**src/shared/tlc_pkg.sv**
```systemverilog
// Constants, types and register layout shared by both link ends.
// Assumes nothing; both ends and the interface use it by scoped name.
package tlc_pkg;

    // ----------------------------------------------------------------
    // Channel configuration and loopback modes
    // ----------------------------------------------------------------
    typedef enum logic [1:0] {
        TLC_CFG_CUSTOM,
        TLC_CFG_PCIE,
        TLC_CFG_CUSTOM_REV,
        TLC_CFG_CUSTOM_PRECDR
    } tlc_cfg_t;

    typedef enum logic [2:0] {
        TLC_LB_NONE,
        TLC_LB_SERIAL,
        TLC_LB_PCIE_REV,
        TLC_LB_REV_SERIAL,
        TLC_LB_PRE_CDR
    } tlc_mode_t;

    // Analog control selectors
    localparam logic [1:0] SEL_SWING    = 2'h0;
    localparam logic [1:0] SEL_POST_TAP = 2'h1;
    localparam logic [1:0] SEL_EQ_CTRL  = 2'h2;
    localparam logic [1:0] SEL_EQ_DC    = 2'h3;

    // ----------------------------------------------------------------
    // Defaults and timing counts (parallel clock cycles)
    // ----------------------------------------------------------------
    localparam int         NCH_DEF            = 4;
    localparam int         WORD_DEF           = 20;
    localparam int         PCIE_GEN_MAX_LB    = 2;
    localparam logic [3:0] RX_RST_MIN_CYCLES  = 4'h2;
    localparam logic [7:0] LOCK_CYCLES        = 8'h10;
    localparam logic [7:0] OFFSET_CAL_CYCLES  = 8'h40;
    localparam logic [7:0] RECFG_CYCLES       = 8'h08;
    localparam logic [7:0] ALIGN_CYCLES       = 8'h08;
    localparam logic [7:0] SETTING_RST        = 8'h00;

    // ----------------------------------------------------------------
    // Controller register map (byte offsets) and fields
    // ----------------------------------------------------------------
    localparam logic [7:0]  OFS_CTRL     = 8'h00;
    localparam logic [7:0]  OFS_STATUS   = 8'h04;
    localparam logic [7:0]  OFS_RECFG    = 8'h08;
    localparam logic [7:0]  OFS_ALIGN    = 8'h0C;
    localparam int          CTRL_PCIE_POS = 8;
    localparam int          ST_LOCK_POS   = 8;
    localparam int          ST_BUSY_BIT   = 16;
    localparam int          ST_PEND_BIT   = 17;
    localparam int          RCF_SEL_POS   = 0;
    localparam int          RCF_CH_POS    = 4;
    localparam int          RCF_VAL_POS   = 8;
    localparam logic [31:0] ALIGN_RST     = 32'h0000_0283;

endpackage : tlc_pkg

```
**src/shared/tlc_link_if.sv**
```systemverilog
// Interface joining the transceiver end and the fabric controller end.
// Assumes both ends run on the same parallel clock.
`timescale 1ns/1ps
interface tlc_link_if #(
    parameter int NCH = tlc_pkg::NCH_DEF,
    parameter int W   = tlc_pkg::WORD_DEF
);
    // ----------------------------------------------------------------
    // Per-channel data and control
    // ----------------------------------------------------------------
    logic [NCH-1:0][W-1:0] tx_word;
    logic [NCH-1:0]        serial_lb_req;
    logic [NCH-1:0]        pcie_lb_req;
    logic [NCH-1:0]        rx_digital_reset;
    logic [NCH-1:0][W-1:0] rx_word;
    logic [NCH-1:0]        rx_valid;
    logic [NCH-1:0]        cdr_locked;
    // Analog control reconfiguration
    logic                  reconfig_busy;
    logic                  reconfig_wr;
    logic [1:0]            reconfig_sel;
    logic [7:0]            reconfig_ch;
    logic [7:0]            reconfig_val;

    modport dev (
        input  tx_word, serial_lb_req, pcie_lb_req, rx_digital_reset,
        input  reconfig_wr, reconfig_sel, reconfig_ch, reconfig_val,
        output rx_word, rx_valid, cdr_locked, reconfig_busy
    );
    modport host (
        output tx_word, serial_lb_req, pcie_lb_req, rx_digital_reset,
        output reconfig_wr, reconfig_sel, reconfig_ch, reconfig_val,
        input  rx_word, rx_valid, cdr_locked, reconfig_busy
    );
endinterface : tlc_link_if

```
**src/tlc_xcvr.sv**
```systemverilog
// Transceiver end: loopback selection, receive path and analog settings.
// Assumes the fabric end drives the link and line words arrive per clock.
//
// The APB slave port and the register addresses were left to the implementer.
`timescale 1ns/1ps
// What this block does
// - Serial loopback allowed only in the custom configuration
// - Serial loopback drives line and local receiver
// - Looped data skips input buffer, reaches fabric
// - Serial loopback switchable per channel at run time
// - Receive reset held two cycles on loopback change
// - Receive reset held while recovery retracks source
// - Alignment pattern sent for eight cycles after receive reset in serial loopback
// - PCIe reverse loopback only PCIe, first two generations
// - PCIe reverse path: recovery, deserialize, align, rate-match
// - PCIe reverse loopback also delivers words to fabric
// - PCIe loopback request input selects reverse loopback
// - PCIe configuration allows only reverse parallel loopback
// - Far-end reverse loopback retimes line, also to fabric
// - Far-end reverse loopback fixed, no run-time control
// - Far-end reverse: swing, tap, equalization and DC gain all adjustable
// - Pre-recovery loopback routes line before recovery, fabric too
// - Pre-recovery loopback: tap fixed, swing configurable
// - No reconfiguration before offset cancellation completes
// - Each reconfiguration only while busy flag low
// - Reconfigure swing, taps, equalization and DC gain
module tlc_xcvr #(
    parameter tlc_pkg::tlc_cfg_t CFG_TYPE = tlc_pkg::TLC_CFG_CUSTOM,
    parameter int                PCIE_GEN = 1,
    parameter int                NCH      = tlc_pkg::NCH_DEF,
    parameter int                W        = tlc_pkg::WORD_DEF
) (
    input  wire logic                  core_clk_in,
    input  wire logic                  rst_n_in,
    tlc_link_if.dev                    lnk,
    input  wire logic [NCH-1:0][W-1:0] line_rx_in,
    output logic      [NCH-1:0][W-1:0] line_tx_out,
    output logic      [NCH-1:0][2:0]   mode_out,
    output logic      [NCH-1:0][7:0]   swing_out,
    output logic      [NCH-1:0][7:0]   post_tap_out,
    output logic      [NCH-1:0][7:0]   eq_ctrl_out,
    output logic      [NCH-1:0][7:0]   eq_dc_out
);

    // ----------------------------------------------------------------
    // State
    // ----------------------------------------------------------------
    typedef struct packed {
        tlc_pkg::tlc_mode_t [NCH-1:0] mode;
        logic [NCH-1:0]               src_local;
        logic [NCH-1:0][7:0]          lock_cnt;
        logic [NCH-1:0][W-1:0]        des;
        logic [NCH-1:0][W-1:0]        aln;
        logic [NCH-1:0][W-1:0]        rmf;
        logic [NCH-1:0][W-1:0]        rx_word;
        logic [NCH-1:0]               rx_valid;
        logic [NCH-1:0][W-1:0]        line_tx;
        logic [NCH-1:0][7:0]          swing;
        logic [NCH-1:0][7:0]          post_tap;
        logic [NCH-1:0][7:0]          eq_ctrl;
        logic [NCH-1:0][7:0]          eq_dc;
        logic [7:0]                   busy_cnt;
    } tlc_xcvr_st_t;

    tlc_xcvr_st_t st_ff;
    tlc_xcvr_st_t nxt_st;

    // Capability of this configuration
    localparam bit PCIE_LB_OK = (CFG_TYPE == tlc_pkg::TLC_CFG_PCIE)
                              && (PCIE_GEN <= tlc_pkg::PCIE_GEN_MAX_LB);

    // ----------------------------------------------------------------
    // Next state
    // ----------------------------------------------------------------
    // Mode resolution, receive path, line drive and reconfiguration
    always_comb begin
        tlc_pkg::tlc_mode_t m;
        logic [W-1:0]       src;
        logic               busy;
        m      = tlc_pkg::TLC_LB_NONE;
        src    = '0;
        busy   = (st_ff.busy_cnt != 8'h00);
        nxt_st = st_ff;
        for (int c = 0; c < NCH; c++) begin
            // One mode per channel, unsupported requests dropped
            unique case (CFG_TYPE)
                tlc_pkg::TLC_CFG_CUSTOM: begin
                    m = lnk.serial_lb_req[c] ? tlc_pkg::TLC_LB_SERIAL
                                             : tlc_pkg::TLC_LB_NONE;
                end
                tlc_pkg::TLC_CFG_PCIE: begin
                    m = (PCIE_LB_OK && lnk.pcie_lb_req[c])
                      ? tlc_pkg::TLC_LB_PCIE_REV
                      : tlc_pkg::TLC_LB_NONE;
                end
                tlc_pkg::TLC_CFG_CUSTOM_REV: begin
                    m = tlc_pkg::TLC_LB_REV_SERIAL;
                end
                tlc_pkg::TLC_CFG_CUSTOM_PRECDR: begin
                    m = tlc_pkg::TLC_LB_PRE_CDR;
                end
            endcase
            nxt_st.mode[c] = m;

            // Recovery relocks whenever the receive source changes
            nxt_st.src_local[c] = (m == tlc_pkg::TLC_LB_SERIAL);
            if (nxt_st.src_local[c] != st_ff.src_local[c]) begin
                nxt_st.lock_cnt[c] = tlc_pkg::LOCK_CYCLES;
            end else if (st_ff.lock_cnt[c] != 8'h00) begin
                nxt_st.lock_cnt[c] = st_ff.lock_cnt[c] - 8'h01;
            end

            // Receive source: local transmitter bypasses input buffer
            src = st_ff.src_local[c] ? lnk.tx_word[c] : line_rx_in[c];
            nxt_st.des[c] = src;
            nxt_st.aln[c] = st_ff.des[c];
            nxt_st.rmf[c] = st_ff.aln[c];

            // Words to fabric, blanked while receive logic is in reset
            if (lnk.rx_digital_reset[c] || (st_ff.lock_cnt[c] != 8'h00)) begin
                nxt_st.rx_word[c]  = '0;
                nxt_st.rx_valid[c] = 1'b0;
            end else begin
                nxt_st.rx_word[c]  = st_ff.rmf[c];
                nxt_st.rx_valid[c] = 1'b1;
            end

            // Line output source per mode
            unique case (st_ff.mode[c])
                tlc_pkg::TLC_LB_PCIE_REV: begin
                    nxt_st.line_tx[c] = st_ff.rmf[c];
                end
                tlc_pkg::TLC_LB_REV_SERIAL: begin
                    nxt_st.line_tx[c] = st_ff.des[c];
                end
                tlc_pkg::TLC_LB_PRE_CDR: begin
                    nxt_st.line_tx[c] = line_rx_in[c];
                end
                default: begin
                    nxt_st.line_tx[c] = lnk.tx_word[c];
                end
            endcase
        end

        // Busy flag counts down offset cancellation or a change
        if (busy) begin
            nxt_st.busy_cnt = st_ff.busy_cnt - 8'h01;
        end else if (lnk.reconfig_wr) begin
            nxt_st.busy_cnt = tlc_pkg::RECFG_CYCLES;
            for (int c = 0; c < NCH; c++) begin
                if (lnk.reconfig_ch == 8'(c)) begin
                    unique case (lnk.reconfig_sel)
                        tlc_pkg::SEL_SWING: begin
                            nxt_st.swing[c] = lnk.reconfig_val;
                        end
                        tlc_pkg::SEL_POST_TAP: begin
                            // Tap stays fixed ahead of recovery
                            if (st_ff.mode[c] != tlc_pkg::TLC_LB_PRE_CDR) begin
                                nxt_st.post_tap[c] = lnk.reconfig_val;
                            end
                        end
                        tlc_pkg::SEL_EQ_CTRL: begin
                            nxt_st.eq_ctrl[c] = lnk.reconfig_val;
                        end
                        tlc_pkg::SEL_EQ_DC: begin
                            nxt_st.eq_dc[c] = lnk.reconfig_val;
                        end
                    endcase
                end
            end
        end
    end

    // ----------------------------------------------------------------
    // Registers
    // ----------------------------------------------------------------
    // State register, offset cancellation starts at reset
    always_ff @(posedge core_clk_in or negedge rst_n_in) begin
        if (!rst_n_in) begin
            st_ff          <= '0;
            st_ff.mode     <= '{default: tlc_pkg::TLC_LB_NONE};
            st_ff.swing    <= {NCH{tlc_pkg::SETTING_RST}};
            st_ff.post_tap <= {NCH{tlc_pkg::SETTING_RST}};
            st_ff.eq_ctrl  <= {NCH{tlc_pkg::SETTING_RST}};
            st_ff.eq_dc    <= {NCH{tlc_pkg::SETTING_RST}};
            st_ff.busy_cnt <= tlc_pkg::OFFSET_CAL_CYCLES;
        end else begin
            st_ff <= nxt_st;
        end
    end

    // ----------------------------------------------------------------
    // Outputs
    // ----------------------------------------------------------------
    // Link side
    assign lnk.rx_word       = st_ff.rx_word;
    assign lnk.rx_valid      = st_ff.rx_valid;
    assign lnk.reconfig_busy = (st_ff.busy_cnt != 8'h00);

    // Per-channel lock and user outputs
    for (genvar c = 0; c < NCH; c++) begin : g_ch
        assign lnk.cdr_locked[c] = (st_ff.lock_cnt[c] == 8'h00);
        assign mode_out[c]       = st_ff.mode[c];
    end

    // Output buffer only, settings always applied
    assign line_tx_out  = st_ff.line_tx;
    assign swing_out    = st_ff.swing;
    assign post_tap_out = st_ff.post_tap;
    assign eq_ctrl_out  = st_ff.eq_ctrl;
    assign eq_dc_out    = st_ff.eq_dc;

endmodule : tlc_xcvr

```
**src/flat_wrapper.sv**
```systemverilog
// flat-port wrapper written by rule: the top's interface ports become plain ports
module tlc_xcvr_flat 
#(
    parameter tlc_pkg::tlc_cfg_t CFG_TYPE = tlc_pkg::TLC_CFG_CUSTOM,
    parameter int                PCIE_GEN = 1,
    parameter int                NCH      = tlc_pkg::NCH_DEF,
    parameter int                W        = tlc_pkg::WORD_DEF
)
  (core_clk_in, rst_n_in, line_rx_in, line_tx_out, mode_out, swing_out, post_tap_out, eq_ctrl_out, eq_dc_out, lnk_tx_word, lnk_serial_lb_req, lnk_pcie_lb_req, lnk_rx_digital_reset, lnk_reconfig_wr, lnk_reconfig_sel, lnk_reconfig_ch, lnk_reconfig_val, lnk_rx_word, lnk_rx_valid, lnk_cdr_locked, lnk_reconfig_busy);
  tlc_link_if #(.NCH(NCH), .W(W)) lnk_i ();
  input  wire logic core_clk_in;
  input  wire logic rst_n_in;
  input  wire logic [NCH-1:0][W-1:0] line_rx_in;
  output logic      [NCH-1:0][W-1:0] line_tx_out;
  output logic      [NCH-1:0][2:0] mode_out;
  output logic      [NCH-1:0][7:0] swing_out;
  output logic      [NCH-1:0][7:0] post_tap_out;
  output logic      [NCH-1:0][7:0] eq_ctrl_out;
  output logic      [NCH-1:0][7:0] eq_dc_out;
  input wire logic [$bits(lnk_i.tx_word)-1:0] lnk_tx_word;
  input wire logic [$bits(lnk_i.serial_lb_req)-1:0] lnk_serial_lb_req;
  input wire logic [$bits(lnk_i.pcie_lb_req)-1:0] lnk_pcie_lb_req;
  input wire logic [$bits(lnk_i.rx_digital_reset)-1:0] lnk_rx_digital_reset;
  input wire logic [$bits(lnk_i.reconfig_wr)-1:0] lnk_reconfig_wr;
  input wire logic [$bits(lnk_i.reconfig_sel)-1:0] lnk_reconfig_sel;
  input wire logic [$bits(lnk_i.reconfig_ch)-1:0] lnk_reconfig_ch;
  input wire logic [$bits(lnk_i.reconfig_val)-1:0] lnk_reconfig_val;
  output wire logic [$bits(lnk_i.rx_word)-1:0] lnk_rx_word;
  output wire logic [$bits(lnk_i.rx_valid)-1:0] lnk_rx_valid;
  output wire logic [$bits(lnk_i.cdr_locked)-1:0] lnk_cdr_locked;
  output wire logic [$bits(lnk_i.reconfig_busy)-1:0] lnk_reconfig_busy;
  assign lnk_i.tx_word = lnk_tx_word;
  assign lnk_i.serial_lb_req = lnk_serial_lb_req;
  assign lnk_i.pcie_lb_req = lnk_pcie_lb_req;
  assign lnk_i.rx_digital_reset = lnk_rx_digital_reset;
  assign lnk_i.reconfig_wr = lnk_reconfig_wr;
  assign lnk_i.reconfig_sel = lnk_reconfig_sel;
  assign lnk_i.reconfig_ch = lnk_reconfig_ch;
  assign lnk_i.reconfig_val = lnk_reconfig_val;
  assign lnk_rx_word = lnk_i.rx_word;
  assign lnk_rx_valid = lnk_i.rx_valid;
  assign lnk_cdr_locked = lnk_i.cdr_locked;
  assign lnk_reconfig_busy = lnk_i.reconfig_busy;
  tlc_xcvr #(.CFG_TYPE(CFG_TYPE), .PCIE_GEN(PCIE_GEN), .NCH(NCH), .W(W)) u_core (.core_clk_in(core_clk_in), .rst_n_in(rst_n_in), .lnk(lnk_i), .line_rx_in(line_rx_in), .line_tx_out(line_tx_out), .mode_out(mode_out), .swing_out(swing_out), .post_tap_out(post_tap_out), .eq_ctrl_out(eq_ctrl_out), .eq_dc_out(eq_dc_out));
endmodule
```
**config.mk**
```make
export PLATFORM = sky130hd
export DESIGN_NAME = tlc_xcvr_flat
export DESIGN_NICKNAME = d
export VERILOG_FILES = /design/src/shared/tlc_pkg.sv /design/src/shared/tlc_link_if.sv /design/src/tlc_xcvr.sv /design/src/flat_wrapper.sv
export SDC_FILE = /design/constraint.sdc
export NUM_CORES = 1
export LEC_CHECK = 0
export ABC_AREA = 1
export BUFFER_PORTS_ARGS = -buffer_cell sky130_fd_sc_hd__clkbuf_2
export CORE_ASPECT_RATIO = 1.5
export CORE_UTILIZATION = 45
export CTS_CLUSTER_SIZE = 40
export DETAILED_ROUTE_END_ITERATION = 12
export MAX_ROUTING_LAYER = met4
export PLACE_DENSITY = 0.69
export SLEW_MARGIN = 5
export SYNTH_ARGS = -nofsm -noshare
export SYNTH_HDL_FRONTEND = slang
export SYNTH_SLANG_ARGS = --single-unit
export TNS_END_PERCENT = 100
```
**constraint.sdc**
```tcl
create_clock -name core_clk_in -period 3.6 [get_ports core_clk_in]
set_clock_uncertainty 0.2 [all_clocks]
set_input_delay 0.72 -clock core_clk_in [delete_from_list [all_inputs] [get_ports core_clk_in]]
set_output_delay 0.72 -clock core_clk_in [all_outputs]
set_load 0.02 [all_outputs]
```
==> out/metrics.csv, run 1 <==
metric,value,unit
status,"complete, no violations",
start_util,45.6,%
post_cts_buffers,0,
antenna_found_initial,1,
synthTopCellsByArea,"dfrtp_1, buf_4, nand2_1",
setup_viol,0,
viasPerCell,4.64,
fillers,4112,
routed_wl,43700,um
p_leak,13.4,nW
yosysTopAreaCell,dfrtp_1,
cts-root-buf,clkbuf_16,
synthTopCellsByCount,"dfrtp_1, nand2_1, buf_4",
slew_violations,0,
finalSetupTns,0,ps
finalWeightedCongestion,0.845,
synthDistinctLibCells,29,
syn_inst,1886,
async_flop_share,100,%
finalPower,0.0146,W
fin_nets,2309,
start_kind,flop,
area_growth,13.1,%
clkTransAtPathRegs,70,ps
clockBufferDepth,3,
rows,98,
cts_hold_buffers,1,
die_h,271,um
htreeDepth,2,
ys_seq_area_share,66.5,%
clk_latency,560,ps
synth_most_common_cell,dfrtp_1,
drtIter0Drc,676,
rsz0062_at_grt,false,
core_area,47600,sq um
worstPathArrival,2320,ps
cts_tree,done,
seq_area,14400,sq um
drt_first_pass_iters,5,
crit_type,flop to output port,
grt_start_max_net_pins,80,
cp-end-kind,output port,
min_period_over_period,89.9,%
dp_hpwl,31000,um
drv_cap,0,
wl_per_cell,15.9,um
cts_buffers,50,
tightest_slew,936,ps
period_minus_slack,3240,ps
pin_count,502,
synth-main-ff-cell,dfrtp_1,
cts.sinks,576,
ys_ff_latch,576,
synth_top_area_share,66.4,%
grt.overflow.total,0,
synth_enable_flop_cells,0,
syn_area_per_cell,11.5,sq um
netlist_area,21700,sq um
multi_input_area,4190,sq um
utilization,51.5,%
vias,12800,
route.detailed.drc,0,
required,2680,ps
finalHoldViolCount,0,
grtUsageTotal,18.5,%
max-slew-margin-rel,37.6,%
vdd_drop_max,0.000483,V
layout-drive-gt1-share,33.3,%
grt_pass1_vias,13200,
die_w,181,um
io_buffers,489,
die-area,49100,sq um
power_density,597,nW/um^2
worstHoldPathType,input port to flop,
ys.warnings.count,0,
ant_nets,0,
fmax,309,MHz
grt_pass1_wl,69700,um
crit_fanout,9,
cts_resized,0,
whs,67.7,ps
[cell families (layout without fill, tap and decap cells)]
kind of cell             Yosys count  count (layout)  share of synthesized area [%]
XOR/XNOR                          13              13                          0.525
other                              1               9                         0.0173
AND/OR/NAND/NOR                  690             690                           13.7
buffers and inverters            502             761                           14.3
multiplexers                      80              80                           4.16
adder cells (fa/ha/maj)            5               5                          0.289
AO/OA/AOI/OAI                     19              19                          0.502
flip-flops                       576             576                           66.5
[final timing paths]
kind	cells past startpoint	end	slack (ps)	from
setup / recovery	6	lnk_reconfig_busy	360	u_core.st_ff[0]
hold / removal	1	u_core.line_tx_out[79]	70	lnk_tx_word[79]
setup reg to reg	8	u_core.eq_ctrl_out[5]	1090	u_core.st_ff[0]
hold reg to reg	0	u_core.nxt_st[366]	140	u_core.nxt_st[446]
max in group asynchronous	4	u_core.lnk.rx_word[12]	1670	rst_n_in
min in group asynchronous	2	u_core.lnk.rx_valid[1]	510	rst_n_in
[metrics by stage]
step                      std cells  instance area, sq um  setup WS [ps]
final                          2753                 24500            363
after global routing           2753                 24500            114
after CTS                      2752                 24500            347
after detailed placement       2658                 22700            977
after global placement         2658                 22700           1030
after floorplan                1893                 21700           1350
[routing by layer]
metal	share of wire [%]	up-vias	GRT usage [%]
li1	-	6002	-
met1	37	6252	20.7
met2	54	452	32.7
met3	6.6	79	3.67
met4	2.6	0	6.58
met5	0	-	-
[where the power goes]
group          internal (W)  switching (W)  total [W]
logic              0.000580        0.00113    0.00171
clock network       0.00336        0.00236    0.00572
registers           0.00696       0.000235    0.00720
total                0.0109        0.00372     0.0146
[critical path, stage by stage (launching register included)]
cell and delay (ps):
dfrtp_1 390, inv_1 130, ha_1 250, nand2_1 170, nor2_1 450, inv_1 160
clkbuf_2 190
[sequential cells by signal, indices dropped and copies added, names as in the netlist]
name,count
u_core.eq_ctrl_out,32
u_core.eq_dc_out,32
u_core.line_tx_out,80
u_core.lnk.rx_valid,4
u_core.lnk.rx_word,80
u_core.mode_out,1
u_core.nxt_st,160
u_core.post_tap_out,32
u_core.st_ff,123
u_core.swing_out,32
[final cells by class]
cell class | count | area share, %
inverters | 150 | 2.30
flip-flops and latches | 576 | 58.8
repair buffers | 518 | 11.4
well taps | 600 | 3.06
clock inverters | 22 | 1.22
multi-input cells | 815 | 17.1
clock buffers | 71 | 6.13
diodes | 1 | 0.0102
[layout by cell type, fill, tap and decap left out, drive strengths merged, types with 2 or more instances in the layout]
| cell | instances |
|---|---|
| a21oi | 3 |
| buf | 29 |
| bufinv | 6 |
| clkbuf | 559 |
| clkinv | 12 |
| conb | 8 |
| dfrtp | 575 |
| ha | 5 |
| inv | 153 |
| mux2 | 80 |
| nand2 | 350 |
| nand3 | 163 |
| nand4 | 7 |
| nor2 | 157 |
| nor3 | 12 |
| o211ai | 2 |
| o21ai | 11 |
| xnor2 | 7 |
| xor2 | 6 |
(Power assumes the default switching activity.)
==> inputs of run 2 (changes only) <==
ABC_AREA = not set   (was 1)
==> out/metrics.csv, run 2 <==
metric,value,unit
start_util,45.8,%
routed_wl,38200,um
setup_viol,0,
finalSetupTns,0,ps
cp_common_cell,inv_1,
seqPwrFrac,49.2,%
crit_fanout,8,
wl_per_cell,16.7,um
cp_num_cells,7,
gr-max-usage-layer,met2,
path_delay_family,simple AND/OR/NAND/NOR gates,
cts-root-buf,clkbuf_16,
core_area,45900,sq um
vias,10600,
drv_cap,0,
synthTopCellsByCount,"dfrtp_1, buf_4, mux2_2",
drtIter0Drc,353,
synthDistinctLibCells,46,
grt_pass1_wl,60000,um
grt_pass1_vias,11100,
r2r_end,u_core.post_tap_out[8],
synth_most_common_cell,dfrtp_1,
yosysTopAreaCell,dfrtp_1,
min_period_over_period,93.2,%
cts_buffers,51,
synth_enable_flop_cells,0,
p_leak,12.3,nW
slowest_delay,520,ps
intPower,0.0111,W
largest_reg_flops,160,
use_met2,28.4,%
area_growth,14.4,%
syn_inst,1408,
synth_top_area_share,68.5,%
whs_path_depth,1,
die-area,47600,sq um
status,"complete, no violations",
io_buffers,489,
worstRegToRegCells,6,
hp-start,lnk_tx_word[59],
clockBufferDepth,3,
power_frac_comb,10.5,%
grt_start_max_net_pins,98,
fin_cells,2285,
cp-end-kind,output port,
start_kind,flop,
worst-path-buf-inv,4,
layout.cells.most_common_list,"dfrtp_1, clkbuf_2, mux2_2, and2_1, clkbuf_16",
antenna_found_initial,2,
ys_seq_area_share,68.6,%
worstHoldEndpoint,u_core.line_tx_out[59],
crit_type,flop to output port,
syn_area_per_cell,14.9,sq um
pin_count,502,
period_minus_slack,3350,ps
ys_ff_latch,576,
worstHoldPathType,input port to flop,
cts.sinks,576,
max-slew-margin-rel,45.5,%
seq_area,14400,sq um
post_cts_buffers,0,
finalWeightedCongestion,0.834,
die_w,178,um
dp_hpwl,27300,um
fillers,3786,
grt.overflow.total,0,
drt_first_pass_iters,4,
r2r_slack,1000,ps
final_common_cell,dfrtp_1,
die_h,267,um
worstPathArrival,2430,ps
slew_violations,0,
required,2680,ps
use_met1,19.1,%
async_flop_share,100,%
grtUsageTotal,16.8,%
swShare,24.5,%
vdd_drop_max,0.000457,V
fin_nets,1853,
critical_path.cell_chain,"inv_1, ha_1, or3b_2, nor4b_2, buf_4, inv_1, clkbuf_2",
ys.warnings.count,0,
p_sw,0.00360,W
layout-drive-gt1-share,48.9,%
route.detailed.drc,0,
clkTransAtPathRegs,70,ps
htreeDepth,2,
r2r_start,u_core.st_ff[0],
rsz0062_at_grt,false,
viasPerCell,4.62,
synth-main-ff-cell,dfrtp_1,
clockPowerShare,40.3,%
grtUsageMet3,3.86,%
clk_latency,590,ps
synthTopCellsByArea,"dfrtp_1, buf_4, mux2_2",
tightest_slew,817,ps
rows,96,
netlist_area,21000,sq um
multi_input_area,4160,sq um
power_density,612,nW/um^2
cts_tree,done,
ant_nets,0,
crit_slowest_cell,or3b_2,
fmax,298,MHz
finalHoldViolCount,0,
dp.cells,2189,
==> run 2: routing by layer <==
metal	up-vias	wire [um]
met5	-	0
met4	0	1310
met3	79	2540
met2	355	19800
met1	5308	14500
li1	4811	-
==> run 2: worst max-delay path by stage <==
| stage | to | slack (ps) | start |
|---|---|---|---|
| 2_1_floorplan | lnk_reconfig_busy | 900 | u_core.st_ff[0] |
| 3_3_place_gp | u_core.post_tap_out[15] | 700 | lnk_reconfig_ch[4] |
| 3_5_place_dp | u_core.post_tap_out[8] | 660 | lnk_reconfig_ch[4] |
| 4_1_cts | lnk_reconfig_busy | 220 | u_core.st_ff[0] |
| 5_1_grt | lnk_reconfig_busy | 60 | u_core.st_ff[0] |
| 6_report | lnk_reconfig_busy | 250 | u_core.st_ff[0] |
==> run 2: what timing repair did <==
action | CTS | global route
endpoints found under the hold margin | 7 | 0
hold buffers | 1 | 0
resized for setup | 0 | 0
==> run 2: cells by family after synthesis <==
| group | after synthesis | share of synthesized area (%) |
|---|---|---|
| xor+xnor | 15 | 0.626 |
| simple gates | 207 | 6.06 |
| compound gates | 37 | 1.12 |
| mux | 216 | 11.5 |
| fa+ha+maj | 5 | 0.298 |
| flops | 576 | 68.6 |
| buf+inv | 351 | 11.7 |
| other cells | 1 | 0.0179 |
==> run 2: through the flow <==
| step | area (sq um) | util, % | total power [W] | hold slack [ps] | setup WS (ps) |
|---|---|---|---|---|---|
| 2_1_floorplan | 21000 | - | 0.00840 | 131 | 897 |
| 5_1_grt | 24000 | 52.4 | 0.0154 | 11.2 | 63.7 |
| 6_report | 24000 | 52.4 | 0.0147 | 44.1 | 246 |
| 4_1_cts | 24000 | 52.4 | 0.0149 | 5.31 | 218 |
| 3_3_place_gp | 22100 | 48.2 | 0.00883 | 131 | 703 |
| 3_5_place_dp | 22100 | 48.2 | 0.00891 | 135 | 661 |
==> run 2: cell type report <==
| class | count | area share, % |
|---|---|---|
| clock buffer | 69 | 6.22 |
| clock inverter | 25 | 1.68 |
| inverter | 18 | 0.281 |
| multi-input combinational | 488 | 17.3 |
| timing repair buffer | 520 | 11.5 |
| antenna | 1 | 0.0104 |
| sequential | 576 | 60.0 |
| tap | 588 | 3.06 |
==> run 2: power groups by stage <==
| stage | logic (W) | registers (W) | clock network, W |
|---|---|---|---|
| after floorplan | 0.00114 | 0.00727 | 0 |
| after global placement | 0.00151 | 0.00733 | 0 |
| after detailed placement | 0.00156 | 0.00736 | 0 |
| after CTS | 0.00157 | 0.00724 | 0.00612 |
| after global routing | 0.00172 | 0.00730 | 0.00636 |
| final | 0.00154 | 0.00724 | 0.00592 |
==> run 2: worst register-to-register path: stages, from the launching register on <==
cell,delay [ps]
dfrtp_1,400
inv_1,80
ha_1,210
nor4b_4,290
nand4_1,370
nor2_2,530
mux2_2,410
